--- config.mk ---
export PLATFORM = sky130hd
export DESIGN_NAME = via_ctrl
export DESIGN_NICKNAME = d
export VERILOG_FILES = /design/src/include/via_pkg.sv /design/src/via_ctrl.sv
export SDC_FILE = /design/constraint.sdc
export NUM_CORES = 1
export LEC_CHECK = 0
export BUFFER_PORTS_ARGS = -buffer_cell sky130_fd_sc_hd__buf_2
export CAP_MARGIN = 20
export CELL_PAD_IN_SITES_DETAIL_PLACEMENT = 1
export CELL_PAD_IN_SITES_GLOBAL_PLACEMENT = 1
export CORE_ASPECT_RATIO = 0.7
export CORE_MARGIN = 2
export CORE_UTILIZATION = 37
export DETAILED_ROUTE_END_ITERATION = 8
export PLACE_DENSITY = 0.83
export SYNTH_ARGS = -nofsm -noshare
export SYNTH_HDL_FRONTEND = slang
export SYNTH_SLANG_ARGS = --single-unit
--- constraint.sdc ---
create_clock -name clk_i -period 8.18 [get_ports clk_i]
set_input_delay 2.454 -clock clk_i [delete_from_list [all_inputs] [get_ports clk_i]]
set_output_delay 2.454 -clock clk_i [all_outputs]
set_load 0.02 [all_outputs]
--- src/include/via_pkg.sv ---
// Package of constants and types for the vectored interrupt acknowledge block
package via_pkg;
  // Register byte addresses on the special-function register bus
  localparam logic [15:0] ADDR_RISE_LO   = 16'hff48;
  localparam logic [15:0] ADDR_FALL_LO   = 16'hff49;
  localparam logic [15:0] ADDR_RISE_HI   = 16'hff7c;
  localparam logic [15:0] ADDR_FALL_HI   = 16'hff7d;
  // Reset values and used-bit masks
  localparam logic [7:0]  EDGE_RST       = 8'h00;
  localparam logic [7:0]  PSW_RST        = 8'h02;
  localparam logic [7:0]  LO_USED_MASK   = 8'h0f;
  localparam logic [7:0]  HI_USED_MASK   = 8'hf0;
  // Status word field positions
  localparam int          PSW_GATE_BIT   = 7;
  localparam int          PSW_LEVEL_BIT  = 1;
  // Latency figures in CPU clocks; source and pin counts
  localparam int          LAT_HIGH_MIN   = 7;
  localparam int          LAT_HIGH_MAX   = 32;
  localparam int          LAT_LOW_MIN    = 8;
  localparam int          LAT_LOW_MAX    = 33;
  localparam int          NUM_SRC        = 24;
  localparam int          NUM_PINS       = 8;
  // Core event codes for status word handling
  typedef enum logic [2:0] {
    VIA_OP_NONE   = 3'h0,
    VIA_OP_GATE_ON  = 3'h1,
    VIA_OP_GATE_OFF = 3'h2,
    VIA_OP_RESTORE = 3'h3,
    VIA_OP_WRITE  = 3'h4
  } via_op_e;
endpackage : via_pkg

--- src/via_ctrl.sv ---
// Interrupt acknowledge logic: edge select, status word, ranking and acknowledge
// Summary of operation
// Pins 0-3: rise/fall select bits pick none, falling, rising or both edges.
// Pins 4-7 use same encoding in bits 7:4; lower bits read zero.
// Edge-select registers take bit and byte access; reset clears them.
// Status word byte/bit writable; enable and disable instructions set/clear gate.
// Vectored acknowledge or soft trap pushes status word and clears gate.
// Maskable acknowledge copies source level flag into in-service level.
// Returns and pop restore status word; push saves it.
// Reset loads status word with 02 hex.
// Non-maskable request ignores gate and priority, wins over all.
// Non-maskable acknowledge pushes status, PC; clears gate and level; loads vector.
// Non-maskable during its service held until return plus one instruction.
// Multiple non-maskable requests during service collapse into one.
// Maskable eligible when requested and unmasked; vectored needs gate set.
// While level bit is zero, low-priority requests are not acknowledged.
// Latency 7-32 clocks high priority, 8-33 low priority.
// Worst latency when request precedes a division instruction.
// High programmable group first; ties broken by fixed default priority.
// A pending request is taken as soon as it becomes acceptable.
// Maskable acknowledge pushes status, PC; clears gate; loads source vector.
// Service routines end with the interrupt return instruction.
// Level bit zero while high priority serviced, else one.
// Default priority 0 highest to 23 lowest, for simultaneous requests.
// Request flag set on request, cleared on acknowledge or reset.
// Same or higher priority request nests when gate enabled.
// Pins synchronised and compared with previous sample for edges.
module via_ctrl
  import via_pkg::*;
(
  // Clock and reset
  input  wire logic                clk_i,
  input  wire logic                rst_i,
  // External interrupt pins
  input  wire logic [NUM_PINS-1:0] ext_irq_pin_i,
  // Internal sources on lines 9..23 (0 = watchdog, 1..8 = pins)
  input  wire logic [NUM_SRC-1:0]  src_req_i,
  input  wire logic                nmi_req_i,
  // Mask and level flags from flag registers
  input  wire logic [NUM_SRC-1:0]  mask_flag_i,
  input  wire logic [NUM_SRC-1:0]  level_flag_i,
  // Special function register bus
  input  wire logic [15:0]         sfr_addr_i,
  input  wire logic                sfr_wr_i,
  input  wire logic [7:0]          sfr_wmask_i,
  input  wire logic [7:0]          sfr_wdata_i,
  output logic      [7:0]          sfr_rdata_o,
  output logic                     sfr_hit_o,
  // Core status word operations
  input  wire logic [2:0]          psw_op_i,
  input  wire logic [7:0]          psw_wmask_i,
  input  wire logic [7:0]          psw_wdata_i,
  input  wire logic                soft_trap_instr_i,
  input  wire logic                instr_done_i,
  input  wire logic                return_from_irq_i,
  // Acknowledge to core
  output logic                     ack_o,
  output logic                     ack_nmi_o,
  output logic [4:0]               ack_src_o,
  output logic [7:0]               push_psw_o,
  output logic [7:0]               program_status_o,
  output logic [NUM_SRC-1:0]       req_flag_o
);

  // Edge select registers, status word, pin samples, request flags and acknowledge state
  logic [7:0] rise_lo_q, rise_lo_d, fall_lo_q, fall_lo_d;
  logic [7:0] rise_hi_q, rise_hi_d, fall_hi_q, fall_hi_d;
  logic [7:0] psw_q, psw_d;
  logic [NUM_PINS-1:0] pin_s1_q, pin_s2_q, pin_prev_q;
  logic [NUM_SRC-1:0] req_q, req_d;
  logic nmi_pend_q, nmi_pend_d, nmi_busy_q, nmi_busy_d, hold_q, hold_d;
  logic ack_q, ack_d, ack_nmi_q, ack_nmi_d;
  logic [4:0] src_q, src_d;
  logic [7:0] push_q, push_d;

  // Bit-masked byte merge, shared by register and status writes
  function automatic logic [7:0] merge(input logic [7:0] old, input logic [7:0] wm,
                                       input logic [7:0] wd);
    merge = (old & ~wm) | (wd & wm);
  endfunction : merge

  // Register path: single bit writes use a one-hot write mask
  always_comb begin
    rise_lo_d = rise_lo_q;
    fall_lo_d = fall_lo_q;
    rise_hi_d = rise_hi_q;
    fall_hi_d = fall_hi_q;
    if (sfr_wr_i) begin
      case (sfr_addr_i)
        ADDR_RISE_LO: rise_lo_d = merge(rise_lo_q, sfr_wmask_i, sfr_wdata_i) & LO_USED_MASK;
        ADDR_FALL_LO: fall_lo_d = merge(fall_lo_q, sfr_wmask_i, sfr_wdata_i) & LO_USED_MASK;
        ADDR_RISE_HI: rise_hi_d = merge(rise_hi_q, sfr_wmask_i, sfr_wdata_i) & HI_USED_MASK;
        ADDR_FALL_HI: fall_hi_d = merge(fall_hi_q, sfr_wmask_i, sfr_wdata_i) & HI_USED_MASK;
        default: ;
      endcase
    end
  end

  // Read mux; unmapped addresses read zero and no hit
  always_comb begin
    sfr_hit_o   = 1'b1;
    case (sfr_addr_i)
      ADDR_RISE_LO: sfr_rdata_o = rise_lo_q;
      ADDR_FALL_LO: sfr_rdata_o = fall_lo_q;
      ADDR_RISE_HI: sfr_rdata_o = rise_hi_q;
      ADDR_FALL_HI: sfr_rdata_o = fall_hi_q;
      default: begin
        sfr_rdata_o = 8'h00;
        sfr_hit_o   = 1'b0;
      end
    endcase
  end

  // Edge detection from synchronised pins
  logic [NUM_PINS-1:0] rise_sel, fall_sel, pin_edge;
  assign rise_sel = {rise_hi_q[7:4], rise_lo_q[3:0]};
  assign fall_sel = {fall_hi_q[7:4], fall_lo_q[3:0]};
  assign pin_edge = (rise_sel & pin_s2_q & ~pin_prev_q)
                  | (fall_sel & ~pin_s2_q & pin_prev_q);

  // Ranking: lowest index wins within the high group, else low group
  logic [NUM_SRC-1:0] elig;
  logic               found;
  logic [4:0]         win;
  logic               win_low;
  always_comb begin
    elig    = req_q & ~mask_flag_i;
    found   = 1'b0;
    win     = 5'h00;
    win_low = 1'b0;
    for (int i = NUM_SRC - 1; i >= 0; i--) begin
      if (elig[i] && !level_flag_i[i]) begin
        found = 1'b1;
        win   = 5'(i);
      end
    end
    if (!found && psw_q[PSW_LEVEL_BIT]) begin
      for (int i = NUM_SRC - 1; i >= 0; i--) begin
        if (elig[i]) begin
          found   = 1'b1;
          win     = 5'(i);
          win_low = 1'b1;
        end
      end
    end
  end

  // Acknowledge decision at instruction boundaries
  logic take_nmi, take_mi;
  assign take_nmi = instr_done_i && !hold_q && nmi_pend_q && !nmi_busy_q;
  assign take_mi  = instr_done_i && !hold_q && !take_nmi && !nmi_busy_q
                  && psw_q[PSW_GATE_BIT] && found;

  // Next state of flags, status word and acknowledge outputs
  always_comb begin
    req_d      = req_q;
    psw_d      = psw_q;
    nmi_pend_d = nmi_pend_q;
    nmi_busy_d = nmi_busy_q;
    hold_d     = hold_q;
    ack_d      = 1'b0;
    ack_nmi_d  = 1'b0;
    src_d      = src_q;
    push_d     = push_q;
    // Status word operations from the core
    case (psw_op_i)
      VIA_OP_GATE_ON:  psw_d[PSW_GATE_BIT] = 1'b1;
      VIA_OP_GATE_OFF: psw_d[PSW_GATE_BIT] = 1'b0;
      VIA_OP_RESTORE: psw_d = psw_wdata_i;
      VIA_OP_WRITE:   psw_d = merge(psw_q, psw_wmask_i, psw_wdata_i);
      default: ;
    endcase
    // One main-routine instruction must complete after a return
    if (return_from_irq_i) begin
      hold_d = 1'b1;
      if (nmi_busy_q) begin
        nmi_busy_d = 1'b0;
      end
    end else if (instr_done_i) begin
      hold_d = 1'b0;
    end
    if (soft_trap_instr_i) begin
      push_d = psw_q;
      psw_d[PSW_GATE_BIT] = 1'b0;
    end
    if (take_nmi) begin
      push_d     = psw_q;
      psw_d[PSW_GATE_BIT]  = 1'b0;
      psw_d[PSW_LEVEL_BIT] = 1'b0;
      nmi_busy_d = 1'b1;
      ack_d      = 1'b1;
      ack_nmi_d  = 1'b1;
      nmi_pend_d = 1'b0;
    end else if (take_mi) begin
      push_d     = psw_q;
      psw_d[PSW_GATE_BIT]  = 1'b0;
      psw_d[PSW_LEVEL_BIT] = win_low;
      ack_d      = 1'b1;
      src_d      = win;
      req_d[win] = 1'b0;
    end
    // New requests win over the acknowledge clear
    req_d = req_d | src_req_i | {{(NUM_SRC-NUM_PINS-1){1'b0}}, pin_edge, 1'b0};
    if (nmi_req_i) begin
      nmi_pend_d = 1'b1;
    end
  end

  // Registers
  always_ff @(posedge clk_i) begin
    if (rst_i) begin
      rise_lo_q  <= EDGE_RST;
      fall_lo_q  <= EDGE_RST;
      rise_hi_q  <= EDGE_RST;
      fall_hi_q  <= EDGE_RST;
      psw_q      <= PSW_RST;
      pin_s1_q   <= '0;
      pin_s2_q   <= '0;
      pin_prev_q <= '0;
      req_q      <= '0;
      nmi_pend_q <= 1'b0;
      nmi_busy_q <= 1'b0;
      hold_q     <= 1'b0;
      ack_q      <= 1'b0;
      ack_nmi_q  <= 1'b0;
      src_q      <= 5'h00;
      push_q     <= 8'h00;
    end else begin
      rise_lo_q  <= rise_lo_d;
      fall_lo_q  <= fall_lo_d;
      rise_hi_q  <= rise_hi_d;
      fall_hi_q  <= fall_hi_d;
      psw_q      <= psw_d;
      pin_s1_q   <= ext_irq_pin_i;
      pin_s2_q   <= pin_s1_q;
      pin_prev_q <= pin_s2_q;
      req_q      <= req_d;
      nmi_pend_q <= nmi_pend_d;
      nmi_busy_q <= nmi_busy_d;
      hold_q     <= hold_d;
      ack_q      <= ack_d;
      ack_nmi_q  <= ack_nmi_d;
      src_q      <= src_d;
      push_q     <= push_d;
    end
  end

  assign ack_o            = ack_q;
  assign ack_nmi_o        = ack_nmi_q;
  assign ack_src_o        = src_q;
  assign push_psw_o       = push_q;
  assign program_status_o = psw_q;
  assign req_flag_o       = req_q;

  // Checks; reset ones use the release edge so the first clock of the run is not judged
  a_reset_psw: assert property (@(posedge clk_i) $fell(rst_i) |-> psw_q == PSW_RST)
    else $error("status word not 02 after reset");
  a_reset_edges: assert property (@(posedge clk_i) $fell(rst_i) |->
    req_q == '0 && rise_lo_q == EDGE_RST && fall_lo_q == EDGE_RST && rise_hi_q == EDGE_RST && fall_hi_q == EDGE_RST)
    else $error("edge selects or request flags not cleared by reset");
  a_gate_ops: assert property (@(posedge clk_i) disable iff (rst_i)
    psw_op_i == VIA_OP_GATE_ON && !take_nmi && !take_mi && !soft_trap_instr_i |=> psw_q[PSW_GATE_BIT])
    else $error("enable instruction did not open gate");
  a_nmi_clears: assert property (@(posedge clk_i) disable iff (rst_i)
    take_nmi && psw_op_i == 3'h0 |=> !psw_q[PSW_GATE_BIT] && !psw_q[PSW_LEVEL_BIT] && ack_nmi_q)
    else $error("nmi acknowledge did not clear flags");
  a_nmi_gateless: assert property (@(posedge clk_i) disable iff (rst_i)
    instr_done_i && !hold_q && nmi_pend_q && !nmi_busy_q && !psw_q[PSW_GATE_BIT] |=> ack_nmi_q && ack_q)
    else $error("nmi not taken with gate closed");
  a_mi_gate: assert property (@(posedge clk_i) disable iff (rst_i)
    take_mi |-> psw_q[PSW_GATE_BIT] && !mask_flag_i[win] && req_q[win])
    else $error("maskable taken while gated");
  a_mi_ack: assert property (@(posedge clk_i) disable iff (rst_i)
    take_mi |=> ack_q && !ack_nmi_q && src_q == $past(win) && push_q == $past(psw_q) && !psw_q[PSW_GATE_BIT])
    else $error("maskable acknowledge incomplete");
  a_mi_level: assert property (@(posedge clk_i) disable iff (rst_i)
    take_mi && psw_op_i == 3'h0 |=> psw_q[PSW_LEVEL_BIT] == $past(level_flag_i[win]))
    else $error("level bit not copied");
  a_low_blocked: assert property (@(posedge clk_i) disable iff (rst_i)
    take_mi && !psw_q[PSW_LEVEL_BIT] |-> !level_flag_i[win])
    else $error("low priority taken during high service");
  a_trap_push: assert property (@(posedge clk_i) disable iff (rst_i)
    soft_trap_instr_i && !take_nmi && !take_mi |=> push_q == $past(psw_q) && !psw_q[PSW_GATE_BIT])
    else $error("soft trap did not save status word");
  a_nmi_nest: assert property (@(posedge clk_i) disable iff (rst_i)
    nmi_busy_q |-> !take_nmi && !take_mi)
    else $error("acknowledge during nmi service");
  a_hold_block: assert property (@(posedge clk_i) disable iff (rst_i)
    hold_q |-> !take_nmi && !take_mi)
    else $error("acknowledge inside return window");
  a_nmi_pend: assert property (@(posedge clk_i) disable iff (rst_i)
    nmi_req_i |=> nmi_pend_q)
    else $error("nmi request not held pending");
  a_lo_bits: assert property (@(posedge clk_i) disable iff (rst_i)
    rise_lo_q[7:4] == 4'h0 && fall_lo_q[7:4] == 4'h0 && rise_hi_q[3:0] == 4'h0 && fall_hi_q[3:0] == 4'h0)
    else $error("unused edge bits nonzero");
  a_edge_sets: assert property (@(posedge clk_i) disable iff (rst_i)
    |pin_edge |=> (req_q[NUM_PINS:1] & $past(pin_edge)) == $past(pin_edge))
    else $error("pin edge did not set request flag");
  a_ack_clears: assert property (@(posedge clk_i) disable iff (rst_i)
    take_mi && !src_req_i[win] && !(win >= 5'd1 && win <= 5'd8) |=> !req_q[$past(win)])
    else $error("request flag not cleared");
  a_nmi_first: assert property (@(posedge clk_i) disable iff (rst_i)
    take_nmi |-> !take_mi)
    else $error("nmi lost to maskable");

endmodule : via_ctrl

# == Word-level counts from Yosys, hierarchy flattened ==
# Index checks and enable logic that the tools add are counted.
# classes
n_reduce_logical,75
n_eq_ne,8
n_bitwise,28
magnitude_cmp,2
mux,145
# op_table
op,n
$mux 5,49
$mux 1,87
$and 8x8->8,9
$eq 16x16->1 const B,4
$and 24x24->24,2
$mux 24,2
$not 24->24,2
$logic_and 1x1->1,33
$not 8->8,4
$or 8x8->8,4
$pmux 8 s4,1
$logic_not 1->1,28
$mux 8,3
$or 24x24->24,1
$or 24x9->24,1
$pmux 7 s2,1
$reduce_and 2->1,5
$and 4x4->4,2
$or 4x4->4,2
$reduce_bool 2->1,4
$reduce_bool 4->1,2
$reduce_or 4->1,2
$eq 3x2->1 const B,2
$lt 5x6->1 const B,1
other kinds (7),7
# word_totals
reg_bits,90
word_cells,276
input_bits,138
output_inout_bits,56

# == Depth between registers and ports, before layout ==
# logic_depth
depth_word,62
mapped_depth,8
mapped_depth_nobuf,7

# == Worst setup path after synthesis ==
# Ideal clock, no wire load.
# synth_path
kind,input -> output
startpoint,in sfr_addr_i[13]
endpoint,out sfr_rdata_o[0]
stages,4
arrival_ps,3406
required_ps,5726
path_slack_ps,2320
n_path_buf,0
path_cell_list,nand4_1 nor4_1 nand2_1 nor2_1
# synth_via
elab_chain_len,2
word_cells_on_any_way,5
classes_between,4 x eq/ne; 1 x mux
# synth_rtl
item,line,rtl
"start, declared",via_ctrl.sv:43,"input wire logic [15:0] sfr_addr_i,"
$eq 16x16->1,via_ctrl.sv:102,case (sfr_addr_i)
$pmux 8 s4 *,via_ctrl.sv:102,
"end, declared",via_ctrl.sv:47,"output logic [7:0] sfr_rdata_o,"
# Mark *: on every way between the ends. The rest lies on a longest branch, timed or not.

# == Worst setup path after layout ==
# layout_path
startpoint,in sfr_addr_i[12]
endpoint,out sfr_rdata_o[6]
# The elaborated chain is that of the path after synthesis.

==> reports/results.ini <==
[clock_tree]
cts_made_buffers=9
cts_tree=done
htreeDepth=3
ctsResizeCount=0
cts_buffer_depth=2
cts_sinks=90
hold_buffers=0
postCtsSetupBuffers=0
cts-root-buf=clkbuf_16
clkTransAtPathRegs_ns=0.06
clock_latency_ns=0.35

[routing]
wirelength_um=17800
post_drt_wl_per_cell_um=19.4
via_count=5047
postRouteAntennaNets=0
viasPerCell=5.49
drtPass1Iterations=4
drt_iter0_drc=316
drc=0

[synthesis]
synth_compound_area_frac=0.176
ys.flop_type=dfxtp_1
synthTopCellsByCount=105 x nor2_1, 90 x dfxtp_1, 41 x nand2_1, 39 x mux2i_1, 27 x nor2b_1
synth-simple-area-share=0.326
synthXorXnorAreaFrac=0
yosysWarnings=0
synth_fa_ha_area_frac=0
synth_area_leaders=dfxtp_1 38%, nor2_1 8.4%, mux2i_1 8.3%
async_reset_ff_frac=0
syn_area_mm2=0.00470
yosysMostFrequentCell=nor2_1
synth_largest_area_cell=dfxtp_1
synthCells=566
synth-edff-count=0
ys_ff_latch=90
synth_top_family_by_area=simple AND/OR/NAND/NOR gates
ys_seq_area_frac=0.383
synth_top_area_share=0.383
synth.net_count=704
yosysUniqueCellTypes=61
syn_area_per_cell_um2=8.30
muxShareOfSynthArea=0.0831

[worst_setup_path]
startpoint_type=input pin
crit_path_end_kind=output pin
r2r_cells=7
r2r-end=program_status_o[7]$_SDFFE_PP0P_
required_ns=5.73
reg2reg_slack_ns=4.77
worstSetupPathType=input pin to output pin
r2r-start=req_flag_o[12]$_SDFF_PP0_
cp_max_fo=6
crit_arrival_ns=3.70

[floorplan]
core.rowCount=34
initial_utilization=0.378
dieArea_mm2=0.0136
num_io_pins=194
chipHeight_um=98.3
die_x_um=139
core_mm2=0.0124

[power]
power.switching_uw=343
combPwrFrac=0.207
p_int_uw=752
switching_share=0.313
p_leak_nw=2.81
power_density_mw_per_mm2=180
max-vdd-ir-drop_mv=0.101
seqPwrFrac=0.433
power_frac_clock=0.361

[cells_and_area]
final_cell_count_no_fill=919
drive_above_1_share=0.297
area_growth_pct=29.2
antenna_cells=0
nNetsFinal=890
utilization=0.489

[outcome]
outcome=completed

[grt]
antenna_found_initial=0
grt_pass1_wl_um=27600
grt_usage=0.255
grt-ovfl-total=0
grt_max_degree=73
grt_pass1_vias=5202

[worst_hold_path]
whs_path_depth=1
hp-class=flop to flop
worstHoldEndpoint=pin_s2_q[5]$_SDFF_PP0_
hp-start=pin_s1_q[5]$_SDFF_PP0_

[placed_design]
place_hpwl_um=14100
portBuffers=193
place_congestion=0.910
dp_cells=903

[timing]
fin_hold_ws_ns=0.440
slew-limit-headroom=0.343
grt_setup_unrepaired=false
fin_skew_ns=0.0149
hold_viol_final=0
period_share=0.753
totalNegativeSetupSlack_ns=0
report.final.slew_viol_count=0
period_needed_ns=6.16
report.final.setup_viol=0
tightest_slew_ns=0.979
fmax_ghz=0.162

[run]
cap_violations=0

==> worst max-delay path by stage <==
stage / slack, ns / depth (start not counted) / to / from
after detailed placement: 2.00 / 6 / sfr_rdata_o[6] / sfr_addr_i[12]
after global placement: 2.16 / 6 / sfr_rdata_o[6] / sfr_addr_i[13]
after floorplan: 2.32 / 4 / sfr_rdata_o[0] / sfr_addr_i[13]
after global routing: 1.88 / 6 / sfr_rdata_o[6] / sfr_addr_i[12]
after CTS: 2.00 / 6 / sfr_rdata_o[6] / sfr_addr_i[12]
final: 2.02 / 6 / sfr_rdata_o[6] / sfr_addr_i[12]
==> layout make-up <==
cell class | count | area [um2]
fillers | 1581 | 6350
multi-input cells | 440 | 2750
flip-flops and latches | 90 | 1800
repair buffers | 194 | 973
clock buffers | 10 | 229
well taps | 162 | 203
inverters | 17 | 63.8
clock inverters | 6 | 48.8
==> worst max-delay path, cell delays in order <==
cell and delay [ns]:
buf_2 0.08, nand4_1 0.09, nor4_1 0.44, nand2_1 0.26, nor2_1 0.18, buf_2 0.19
==> metrics by stage <==
| step | power, mW | setup WS, ns | instance area [um2] |
|---|---|---|---|
| floorplan | 0.609 | 2.32 | 4700 |
| global placement | 0.696 | 2.16 | 5790 |
| detailed placement | 0.705 | 2.00 | 5790 |
| CTS | 1.10 | 2.00 | 6070 |
| global route | 1.14 | 1.88 | 6070 |
| finish | 1.09 | 2.02 | 6070 |
==> layout by cell type (no fill, tap or decap), drive strengths merged, types with 3 or more instances in the layout <==
cell      instances
nand3            21
nand4             4
o21ai            15
nand2b           22
a31oi             8
nor3b            22
and2              6
nor2            107
dfxtp            90
buf             194
a311oi           11
a211o             4
nor2b            28
clkbuf           10
nand2            41
o22ai             5
clkinvlp          3
nand3b            3
a211oi           10
a21oi            20
and3              4
mux2i            39
nor4             17
a311o             8
inv              18
nor3              8
==> power by group through the flow <==
stage                     combinational (mW)  clock (mW)  sequential, mW
after global placement                 0.214           0           0.482
after global routing                   0.244       0.422           0.476
final                                  0.226       0.395           0.474
after detailed placement               0.222           0           0.483
after floorplan                        0.116           0           0.494
after CTS                              0.224       0.404           0.473
==> cell families (layout without fill, tap and decap cells) <==
| kind of cell | after synthesis | in the layout |
|---|---|---|
| AOI/OAI and AO/OA | 109 | 109 |
| buffers and inverters | 36 | 227 |
| DFF | 90 | 90 |
| muxes | 39 | 39 |
| and+or+nand+nor | 292 | 292 |
==> per-layer routing <==
layer / global-route usage / routed length [um] / up-vias
met1: 0.340 / 8220 / 2460
met3: 0.0603 / 1140 / 18
met4: 0.0606 / 224 / 0
met2: 0.421 / 8230 / 148
met5: 0 / 0 / -
li1: - / - / 2421
Power figures use the tool's default switching activity.
